<file path="config.mk">
export PLATFORM = sky130hd
export DESIGN_NAME = tras_top
export DESIGN_NICKNAME = d
export VERILOG_FILES = /design/src/common/tras_pkg.sv /design/src/logic/tras_detector.sv /design/src/logic/tras_top.sv
export SDC_FILE = /design/constraint.sdc
export NUM_CORES = 1
export LEC_CHECK = 0
export BUFFER_PORTS_ARGS = -buffer_cell sky130_fd_sc_hd__buf_2
export CAP_MARGIN = 10
export CORE_ASPECT_RATIO = 0.7
export CORE_UTILIZATION = 65
export DETAILED_ROUTE_END_ITERATION = 10
export GPL_TIMING_DRIVEN = 0
export PLACE_DENSITY = 0.86
export SLEW_MARGIN = 10
export SYNTH_ARGS = -nofsm -noshare
export SYNTH_HDL_FRONTEND = slang
export SYNTH_SLANG_ARGS = --single-unit
</file>
<file path="constraint.sdc">
create_clock -name clk -period 20.5 [get_ports clk]
set_input_delay 1.025 -clock clk [delete_from_list [all_inputs] [get_ports clk]]
set_output_delay 1.025 -clock clk [all_outputs]
set_load 0.01 [all_outputs]
</file>
<file path="src/common/tras_pkg.sv">
package tras_pkg;
	localparam int TRAS_TRIBS = 7;
	localparam int TRAS_E2_TRIBS = 4;
	localparam logic [7:0] TRAS_OFS_STATUS2 = 8'h00;
	localparam logic [7:0] TRAS_OFS_MASTER = 8'h04;
	localparam logic [7:0] TRAS_OFS_MASK = 8'h08;
	localparam logic [7:0] TRAS_OFS_LIVE = 8'h0c;
	localparam logic [7:0] TRAS_OFS_CONFIG = 8'h10;
	localparam int TRAS_RAI_LSB = 0;
	localparam int TRAS_IE_BIT = 7;
	localparam int TRAS_SN_LSB = 8;
	localparam int TRAS_SOF_LSB = 12;
	localparam int TRAS_MSR_RAI_BIT = 0;
	localparam int TRAS_LIVE_AIS_LSB = 0;
	localparam int TRAS_LIVE_LOF_LSB = 8;
	localparam int TRAS_LIVE_RAI_LSB = 16;
	localparam logic TRAS_IE_RST = 1'b0;
	localparam logic TRAS_MASK_RST = 1'b0;
	localparam logic [1:0] TRAS_CONFIG_RST = 2'h0;
	localparam logic [12:0] TRAS_T2_WIN_BITS = 13'h1260;
	localparam logic [12:0] TRAS_E2_FRAME_BITS = 13'h0350;
	localparam logic [12:0] TRAS_G747_FRAME_BITS = 13'h0348;
	localparam logic [3:0] TRAS_T2_AIS_MAX_ZEROS = 4'h8;
	localparam logic [3:0] TRAS_FRM_AIS_MAX_ZEROS = 4'h4;
	localparam logic [2:0] TRAS_RAI_FRAMES = 3'h4;
	localparam logic [2:0] TRAS_FAS_BAD_LIMIT = 3'h4;
	localparam int TRAS_F_WINDOW = 5;
	localparam int TRAS_M_WINDOW = 4;
	localparam logic [2:0] TRAS_ERR_LIMIT = 3'h2;
	typedef enum logic [1:0] {
		TRAS_MODE_T2,
		TRAS_MODE_E2,
		TRAS_MODE_G747
	} tras_mode_t;
endpackage

</file>
<file path="src/logic/tras_detector.sv">
`timescale 1ns/1ns
module tras_detector import tras_pkg::*; (
	input wire logic clk,
	input wire logic rst,
	input tras_mode_t mode,
	input wire logic bitValid,
	input wire logic bitData,
	input wire logic alarmBitValid,
	input wire logic alarmBit,
	input wire logic fBitValid,
	input wire logic fBitError,
	input wire logic mBitValid,
	input wire logic mBitError,
	input wire logic syncFound,
	input wire logic fasValid,
	input wire logic fasOk,
	output logic ais,
	output logic lof,
	output logic rai
);
	function automatic logic [2:0] popCount(input logic [4:0] v);
		logic [2:0] n;
		n = 3'h0;
		for (int i = 0; i < 5; i++) begin
			n = n + {2'h0, v[i]};
		end
		return n;
	endfunction

	logic [12:0] bitCnt_reg;
	logic [3:0] zeroCnt_reg;
	logic prevWin_reg;
	logic prevLow_reg;
	logic [2:0] raiCnt_reg;
	logic [TRAS_F_WINDOW-1:0] fHist_reg;
	logic [TRAS_M_WINDOW-1:0] mHist_reg;
	logic [2:0] fasBad_reg;

	wire isT2 = (mode == TRAS_MODE_T2);
	wire [12:0] winLen = isT2 ? TRAS_T2_WIN_BITS : (mode == TRAS_MODE_E2) ? TRAS_E2_FRAME_BITS : TRAS_G747_FRAME_BITS;
	wire winEnd = bitValid && (bitCnt_reg == winLen - 13'h0001);
	wire [3:0] zeroSat = (zeroCnt_reg == 4'hf) ? zeroCnt_reg : zeroCnt_reg + 4'h1;
	wire [3:0] zeroTotal = (bitValid && !bitData) ? zeroSat : zeroCnt_reg;
	wire winLow = zeroTotal <= (isT2 ? TRAS_T2_AIS_MAX_ZEROS : TRAS_FRM_AIS_MAX_ZEROS);
	wire raiActive = isT2 ? !alarmBit : alarmBit;
	wire [2:0] raiCntInc = raiCnt_reg + 3'h1;
	wire [TRAS_F_WINDOW-1:0] fHistNext = fBitValid ? {fHist_reg[TRAS_F_WINDOW-2:0], fBitError} : fHist_reg;
	wire [TRAS_M_WINDOW-1:0] mHistNext = mBitValid ? {mHist_reg[TRAS_M_WINDOW-2:0], mBitError} : mHist_reg;
	wire t2LofHit = (popCount(fHistNext) >= TRAS_ERR_LIMIT) || (popCount({1'b0, mHistNext}) >= TRAS_ERR_LIMIT);
	wire [2:0] fasBadInc = (fasBad_reg == TRAS_FAS_BAD_LIMIT) ? fasBad_reg : fasBad_reg + 3'h1;

	// AIS zero counting over fixed windows
	always_ff @(posedge clk or posedge rst) begin
		if (rst) begin
			bitCnt_reg <= 13'h0000;
			zeroCnt_reg <= 4'h0;
			prevWin_reg <= 1'b0;
			prevLow_reg <= 1'b0;
			ais <= 1'b0;
		end else if (winEnd) begin
			bitCnt_reg <= 13'h0000;
			zeroCnt_reg <= 4'h0;
			prevWin_reg <= 1'b1;
			prevLow_reg <= winLow;
			if (isT2) begin
				ais <= winLow;
			end else if (prevWin_reg && prevLow_reg == winLow) begin
				ais <= winLow;
			end
		end else if (bitValid) begin
			bitCnt_reg <= (bitCnt_reg >= winLen) ? 13'h0000 : bitCnt_reg + 13'h0001;
			zeroCnt_reg <= zeroTotal;
		end
	end

	// Remote alarm needs four agreeing frames to change
	always_ff @(posedge clk or posedge rst) begin
		if (rst) begin
			raiCnt_reg <= 3'h0;
			rai <= 1'b0;
		end else if (alarmBitValid) begin
			if (raiActive == rai) begin
				raiCnt_reg <= 3'h0;
			end else if (raiCntInc == TRAS_RAI_FRAMES) begin
				raiCnt_reg <= 3'h0;
				rai <= raiActive;
			end else begin
				raiCnt_reg <= raiCntInc;
			end
		end
	end

	// Loss of frame
	always_ff @(posedge clk or posedge rst) begin
		if (rst) begin
			fHist_reg <= '0;
			mHist_reg <= '0;
			fasBad_reg <= 3'h0;
			lof <= 1'b0;
		end else if (isT2) begin
			fasBad_reg <= 3'h0;
			if (syncFound) begin
				fHist_reg <= '0;
				mHist_reg <= '0;
				lof <= 1'b0;
			end else begin
				fHist_reg <= fHistNext;
				mHist_reg <= mHistNext;
				if (t2LofHit) begin
					lof <= 1'b1;
				end
			end
		end else if (fasValid) begin
			fHist_reg <= '0;
			mHist_reg <= '0;
			if (fasOk) begin
				fasBad_reg <= 3'h0;
				lof <= 1'b0;
			end else begin
				fasBad_reg <= fasBadInc;
				if (fasBadInc == TRAS_FAS_BAD_LIMIT) begin
					lof <= 1'b1;
				end
			end
		end
	end
endmodule // tras_detector

</file>
<file path="src/logic/tras_top.sv">
`timescale 1ns/1ns
module tras_top import tras_pkg::*; (
	input wire logic clk,
	input wire logic rst,
	input wire logic psel,
	input wire logic penable,
	input wire logic pwrite,
	input wire logic [7:0] paddr,
	input wire logic [31:0] pwdata,
	output logic [31:0] prdata,
	output logic pready,
	output logic pslverr,
	output logic irq,
	input wire logic [TRAS_TRIBS-1:0] bitValid,
	input wire logic [TRAS_TRIBS-1:0] bitData,
	input wire logic [TRAS_TRIBS-1:0] frameStart,
	input wire logic [TRAS_TRIBS-1:0] alarmBitValid,
	input wire logic [TRAS_TRIBS-1:0] alarmBit,
	input wire logic [TRAS_TRIBS-1:0] fBitValid,
	input wire logic [TRAS_TRIBS-1:0] fBitError,
	input wire logic [TRAS_TRIBS-1:0] mBitValid,
	input wire logic [TRAS_TRIBS-1:0] mBitError,
	input wire logic [TRAS_TRIBS-1:0] syncFound,
	input wire logic [TRAS_TRIBS-1:0] fasValid,
	input wire logic [TRAS_TRIBS-1:0] fasOk,
	input wire logic [TRAS_E2_TRIBS-1:0] e2NationalValid,
	input wire logic [TRAS_E2_TRIBS-1:0] e2NationalBit
);
	logic [TRAS_TRIBS-1:0] aisLive;
	logic [TRAS_TRIBS-1:0] lofLive;
	logic [TRAS_TRIBS-1:0] raiLive;
	logic [TRAS_TRIBS-1:0] raiPrev_reg;
	logic [TRAS_TRIBS-1:0] remoteAlarmLatched_reg;
	logic [TRAS_TRIBS-1:0] remoteAlarmLatched_next;
	logic remoteAlarmIrqEnable_reg;
	logic [TRAS_E2_TRIBS-1:0] e2NationalBitRx_reg;
	logic [TRAS_E2_TRIBS-1:0] e2NationalBitRx_next;
	logic [TRAS_E2_TRIBS-1:0] e2FrameStartEvent_reg;
	logic [TRAS_E2_TRIBS-1:0] e2FrameStartEvent_next;
	logic masterStatus_reg;
	logic masterStatus_next;
	logic masterStatusMask_reg;
	logic [1:0] config_reg;
	logic [31:0] readMux;
	tras_mode_t modeSel;

	// APB decode
	wire apbSetup = psel && !penable;
	wire apbDone = psel && penable && pready;
	wire hitStatus2 = (paddr == TRAS_OFS_STATUS2);
	wire hitMaster = (paddr == TRAS_OFS_MASTER);
	wire hitMask = (paddr == TRAS_OFS_MASK);
	wire hitLive = (paddr == TRAS_OFS_LIVE);
	wire hitConfig = (paddr == TRAS_OFS_CONFIG);
	wire hitAny = hitStatus2 || hitMaster || hitMask || hitLive || hitConfig;
	wire wrDone = apbDone && pwrite;
	wire rdStatus2 = apbDone && !pwrite && hitStatus2;
	wire rdMaster = apbDone && !pwrite && hitMaster;

	assign modeSel = (config_reg == 2'h1) ? TRAS_MODE_E2 : (config_reg == 2'h2) ? TRAS_MODE_G747 : TRAS_MODE_T2;
	wire isE2 = (modeSel == TRAS_MODE_E2);

	genvar t;
	generate
		for (t = 0; t < TRAS_TRIBS; t++) begin : gTrib
			tras_detector uDet (
				.clk(clk),
				.rst(rst),
				.mode(modeSel),
				.bitValid(bitValid[t]),
				.bitData(bitData[t]),
				.alarmBitValid(alarmBitValid[t]),
				.alarmBit(alarmBit[t]),
				.fBitValid(fBitValid[t]),
				.fBitError(fBitError[t]),
				.mBitValid(mBitValid[t]),
				.mBitError(mBitError[t]),
				.syncFound(syncFound[t]),
				.fasValid(fasValid[t]),
				.fasOk(fasOk[t]),
				.ais(aisLive[t]),
				.lof(lofLive[t]),
				.rai(raiLive[t])
			);
		end
	endgenerate

	// Read-clear only touches bits that the read returned, except that any STATUS2 read clears the master bit
	wire [TRAS_TRIBS-1:0] raiReported = prdata[TRAS_RAI_LSB +: TRAS_TRIBS];
	wire [TRAS_E2_TRIBS-1:0] sofReported = prdata[TRAS_SOF_LSB +: TRAS_E2_TRIBS];
	wire [TRAS_TRIBS-1:0] raiClear = rdStatus2 ? raiReported : '0;
	wire [TRAS_E2_TRIBS-1:0] sofClear = rdStatus2 ? sofReported : '0;
	wire [TRAS_E2_TRIBS-1:0] sofSet = isE2 ? frameStart[TRAS_E2_TRIBS-1:0] : '0;
	wire [TRAS_E2_TRIBS-1:0] snLoad = isE2 ? e2NationalValid : '0;
	wire raiChange = |(raiLive ^ raiPrev_reg);
	wire masterSet = raiChange && remoteAlarmIrqEnable_reg;
	wire masterClear = rdStatus2 || (rdMaster && prdata[TRAS_MSR_RAI_BIT]);

	assign remoteAlarmLatched_next = raiLive | (remoteAlarmLatched_reg & ~raiClear);
	assign e2FrameStartEvent_next = sofSet | (e2FrameStartEvent_reg & ~sofClear);
	assign e2NationalBitRx_next = (e2NationalBitRx_reg & ~snLoad) | (e2NationalBit & snLoad);
	assign masterStatus_next = masterSet || (masterStatus_reg && !masterClear);

	always_comb begin
		readMux = 32'h0000_0000;
		if (hitStatus2) begin
			readMux[TRAS_RAI_LSB +: TRAS_TRIBS] = remoteAlarmLatched_reg;
			readMux[TRAS_IE_BIT] = remoteAlarmIrqEnable_reg;
			readMux[TRAS_SN_LSB +: TRAS_E2_TRIBS] = e2NationalBitRx_reg;
			readMux[TRAS_SOF_LSB +: TRAS_E2_TRIBS] = e2FrameStartEvent_reg;
		end else if (hitMaster) begin
			readMux[TRAS_MSR_RAI_BIT] = masterStatus_reg;
		end else if (hitMask) begin
			readMux[TRAS_MSR_RAI_BIT] = masterStatusMask_reg;
		end else if (hitLive) begin
			readMux[TRAS_LIVE_AIS_LSB +: TRAS_TRIBS] = aisLive;
			readMux[TRAS_LIVE_LOF_LSB +: TRAS_TRIBS] = lofLive;
			readMux[TRAS_LIVE_RAI_LSB +: TRAS_TRIBS] = raiLive;
		end else if (hitConfig) begin
			readMux[1:0] = config_reg;
		end
	end

	// Bus slave: answer one cycle after setup
	always_ff @(posedge clk or posedge rst) begin
		if (rst) begin
			pready <= 1'b0;
			pslverr <= 1'b0;
			prdata <= 32'h0000_0000;
		end else begin
			pready <= apbSetup;
			pslverr <= apbSetup && !hitAny;
			if (apbSetup) begin
				prdata <= pwrite ? 32'h0000_0000 : readMux;
			end
		end
	end

	// Software-written registers
	always_ff @(posedge clk or posedge rst) begin
		if (rst) begin
			remoteAlarmIrqEnable_reg <= TRAS_IE_RST;
			masterStatusMask_reg <= TRAS_MASK_RST;
			config_reg <= TRAS_CONFIG_RST;
		end else if (wrDone) begin
			if (hitStatus2) begin
				remoteAlarmIrqEnable_reg <= pwdata[TRAS_IE_BIT];
			end else if (hitMask) begin
				masterStatusMask_reg <= pwdata[TRAS_MSR_RAI_BIT];
			end else if (hitConfig) begin
				config_reg <= pwdata[1:0];
			end
		end
	end

	// Status latches and interrupt
	always_ff @(posedge clk or posedge rst) begin
		if (rst) begin
			raiPrev_reg <= '0;
			remoteAlarmLatched_reg <= '0;
			e2FrameStartEvent_reg <= '0;
			e2NationalBitRx_reg <= '0;
			masterStatus_reg <= 1'b0;
			irq <= 1'b0;
		end else begin
			raiPrev_reg <= raiLive;
			remoteAlarmLatched_reg <= remoteAlarmLatched_next;
			e2FrameStartEvent_reg <= e2FrameStartEvent_next;
			e2NationalBitRx_reg <= e2NationalBitRx_next;
			masterStatus_reg <= masterStatus_next;
			irq <= masterStatus_reg && masterStatusMask_reg;
		end
	end
endmodule // tras_top

</file>
==> results.sh <==
export IMPL_whs_ns=0.475
export IMPL_slowest_delay_ns=0.62
export IMPL_portBuffers=117
export IMPL_place_gp_congestion=0.965
export IMPL_die_h_um=144
export IMPL_start_util_pct=66.6
export IMPL_hold_viol_final=0
export IMPL_timing_critical_path_from_type="flip-flop"
export IMPL_fin_tns_setup_ns=0
export IMPL_critical_path_class="flip-flop to flip-flop"
export IMPL_required_ns=20.98
export IMPL_cp_common_cell="buf_2"
export IMPL_timing_fmax_ghz=0.208
export IMPL_postCtsHoldBufs=0
export IMPL_cts_resized=0
export IMPL_cts_max_path_buffers=3
export IMPL_cts_root_buf="clkbuf_16"
export IMPL_nets=2379
export IMPL_cp_slowest_cell="ha_1"
export IMPL_synth_edf_count=0
export IMPL_max_slew_margin_rel_pct=30.3
export IMPL_worst_pin_slew_ns=1.04
export IMPL_remaining_drc_errors=0
export IMPL_fin_skew_ns=0.0121
export IMPL_track_usage_pct=31.4
export IMPL_synth_seq_cells=312
export IMPL_path_buf_inv=7
export IMPL_syn_mean_instance_area_um2=9.57
export IMPL_ant_nets=0
export IMPL_ys_types=71
export IMPL_netlist_area_leader_share_pct=42.0
export IMPL_ys_seq_area_share_pct=42.0
export IMPL_synth_cells=1945
export IMPL_routed_wirelength_mm=45.7
export IMPL_grt_first_pass_wirelength_mm=74.7
export IMPL_rows=51
export IMPL_clock_latency_ns=0.58
export IMPL_tritoncts_num_buffers=31
export IMPL_drtIter0Drc=1332
export IMPL_critPathTopFamily="buffers and inverters"
export IMPL_synth_flop_cell="dfrtp_1"
export IMPL_largest_reg_flops=91
export IMPL_path_max_fanout=25
export IMPL_finalCritPeriodShare_pct=23.4
export IMPL_yosysMostFrequentCell="dfrtp_1"
export IMPL_drive_gt1_share_pct=13.2
export IMPL_hp_class="flip-flop to flip-flop"
export IMPL_nFillCells=1931
export IMPL_synth_top_family_by_area="compound AO/OA/AOI/OAI gates"
export IMPL_cts_setup_buffers=0
export IMPL_p_leak_uw=0.00992
export IMPL_slew_viol_final=0
export IMPL_hpwl_mm=32.5
export IMPL_core_um2=27900
export IMPL_route_vias_total=15800
export IMPL_cts_tree="yes"
export IMPL_regArea_um2=7810
export IMPL_fp_dieArea_um2=29300
export IMPL_yosys_top_cells_count="dfrtp_1 (312), nand2_1 (175), inv_1 (151)"
export IMPL_status="complete, no violations"
export IMPL_p_per_area_nw_per_um2=89.9
export IMPL_synth_warnings=0
export IMPL_routed_via_density=6.32
export IMPL_grt_pass1_vias=15200
export IMPL_synth_compound_area_share_pct=17.5
export IMPL_grt_setup_unrepaired="no"
export IMPL_syn_area_um2=18600
export IMPL_die_width_um=204
export IMPL_ir_drop_mv=0.0615
export IMPL_synthAdderAreaFrac_pct=9.71
export IMPL_finalCriticalPeriod_ns=4.80
export IMPL_synth_simple_area_share_pct=17.4
export IMPL_grt_overflow=0
export IMPL_multiInputGateArea_um2=9910
export IMPL_wl_per_cell_um=18.2
export IMPL_grt_max_degree=121
export IMPL_drtPass1Iterations=6
export IMPL_synthXorXnorAreaFrac_pct=2.31
export IMPL_io_pins=172
export IMPL_end_kind="flip-flop"
export IMPL_async_reset_ff_share_pct=100
export IMPL_cts_max_level=1
export IMPL_arrival_ns=5.28
export IMPL_antenna_found_initial=4
export IMPL_finalSetupViolations=0
export IMPL_path_cells="inv_1 > ha_1 > buf_2 > buf_2 > inv_1 > clkbuf_2 > buf_12 > ha_1 > a21o_1 > a2111oi_0 > a21oi_1 > or4_1 > buf_2 > or3_1 > o221ai_1"
export IMPL_muxShareOfSynthArea_pct=6.19
export IMPL_cts_sinks=312
export IMPL_drv_cap=0
export IMPL_ys_top_cells_by_area="dfrtp_1 (42%), ha_1 (8.2%), nand2_1 (3.5%), mux2_2 (3.4%), o21ai_0 (3.3%)"
export IMPL_path_clk_slew_ns=0.06
export IMPL_synth_top_area_cell="dfrtp_1"
export IMPL_area_growth_pct=11.9
==> logic make-up after synthesis <==
kind of cell / Yosys count
AO/OA/AOI/OAI: 478
XOR/XNOR: 49
adder cells (fa/ha/maj): 136
buffers and inverters: 232
flip-flops: 312
multiplexers: 108
other: 1
AND/OR/NAND/NOR: 629
==> worst reg2reg max path: cells and delay by family, from the launching register on <==
| kind | cells | cell delay, ns |
|---|---|---|
| buffers and inverters | 7 | 1.86 |
| DFF | 1 | 0.38 |
| and+or+nand+nor | 2 | 0.85 |
| AOI/OAI and AO/OA | 4 | 0.79 |
| adders and majority gates | 2 | 0.83 |
==> final timing paths <==
check | start | to | slack, ns | cells past startpoint
hold / removal | flip-flop | prdata[10] | 0.48 | 2
max in group asynchronous | rst | gTrib[6].uDet.raiCnt_reg[1] | 18.45 | 4
min in group asynchronous | rst | gTrib[5].uDet.zeroCnt_reg[3] | 0.53 | 2
setup reg to reg | config_reg[0] | gTrib[4].uDet.bitCnt_reg[5] | 15.70 | 15
hold reg to reg | flip-flop | prdata[10] | 0.48 | 2
setup / recovery | config_reg[0] | gTrib[4].uDet.bitCnt_reg[5] | 15.70 | 15
==> area by class of cell <==
cell class,instances,area share (%)
inverter,152,2.78
sequential,312,37.5
buffer,80,1.69
clock buffer,46,4.28
timing repair buffer,120,3.17
multi-input combinational,1409,47.6
antenna,3,0.0360
clock inverter,10,0.739
tap,371,2.23
==> report_power, final <==
| part | internal, uW | switching [uW] |
|---|---|---|
| combinational | 202 | 249 |
| sequential | 712 | 118 |
| clock | 349 | 242 |
| total | 1260 | 610 |
==> per-stage QoR <==
stage / utilization [%] / setup slack (ns) / power, uW / instances / instance area (um2)
detailed placement: 70.7 / 15.81 / 1280 / 2444 / 19800
floorplan: - / 10.85 / 1150 / 1953 / 18600
CTS: 74.5 / 15.72 / 1870 / 2500 / 20800
global placement: 70.4 / 7.44 / 1240 / 2441 / 19700
global route: 74.5 / 15.44 / 1980 / 2503 / 20800
finish: 74.5 / 15.70 / 1870 / 2503 / 20800
==> routing by layer <==
layer / global-route usage (%) / wire length (um) / up-vias / share of wire (%)
li1: - / - / 7371 / -
met1: 43.8 / 20100 / 7752 / 44
met2: 50.3 / 21100 / 599 / 46
met3: 5.24 / 3260 / 99 / 7.1
met4: 10.3 / 1250 / 2 / 2.7
met5: 0 / 13 / - / 0.028
==> cell usage in the layout, fill, tap and decap left out, types with 32 or more instances in the layout <==
master	Yosys	final
nor2_1	111	111
mux2i_1	51	51
nand2_1	175	175
o21ai_0	123	123
o31ai_1	36	36
a21oi_1	78	78
mux2_2	57	57
inv_1	151	150
nand3_1	76	76
nand2b_1	45	45
dfrtp_1	312	312
clkbuf_1	54	62
xor2_1	32	32
ha_1	122	122
buf_2	8	125
No activity file was read; power rests on OpenSTA's default activity.
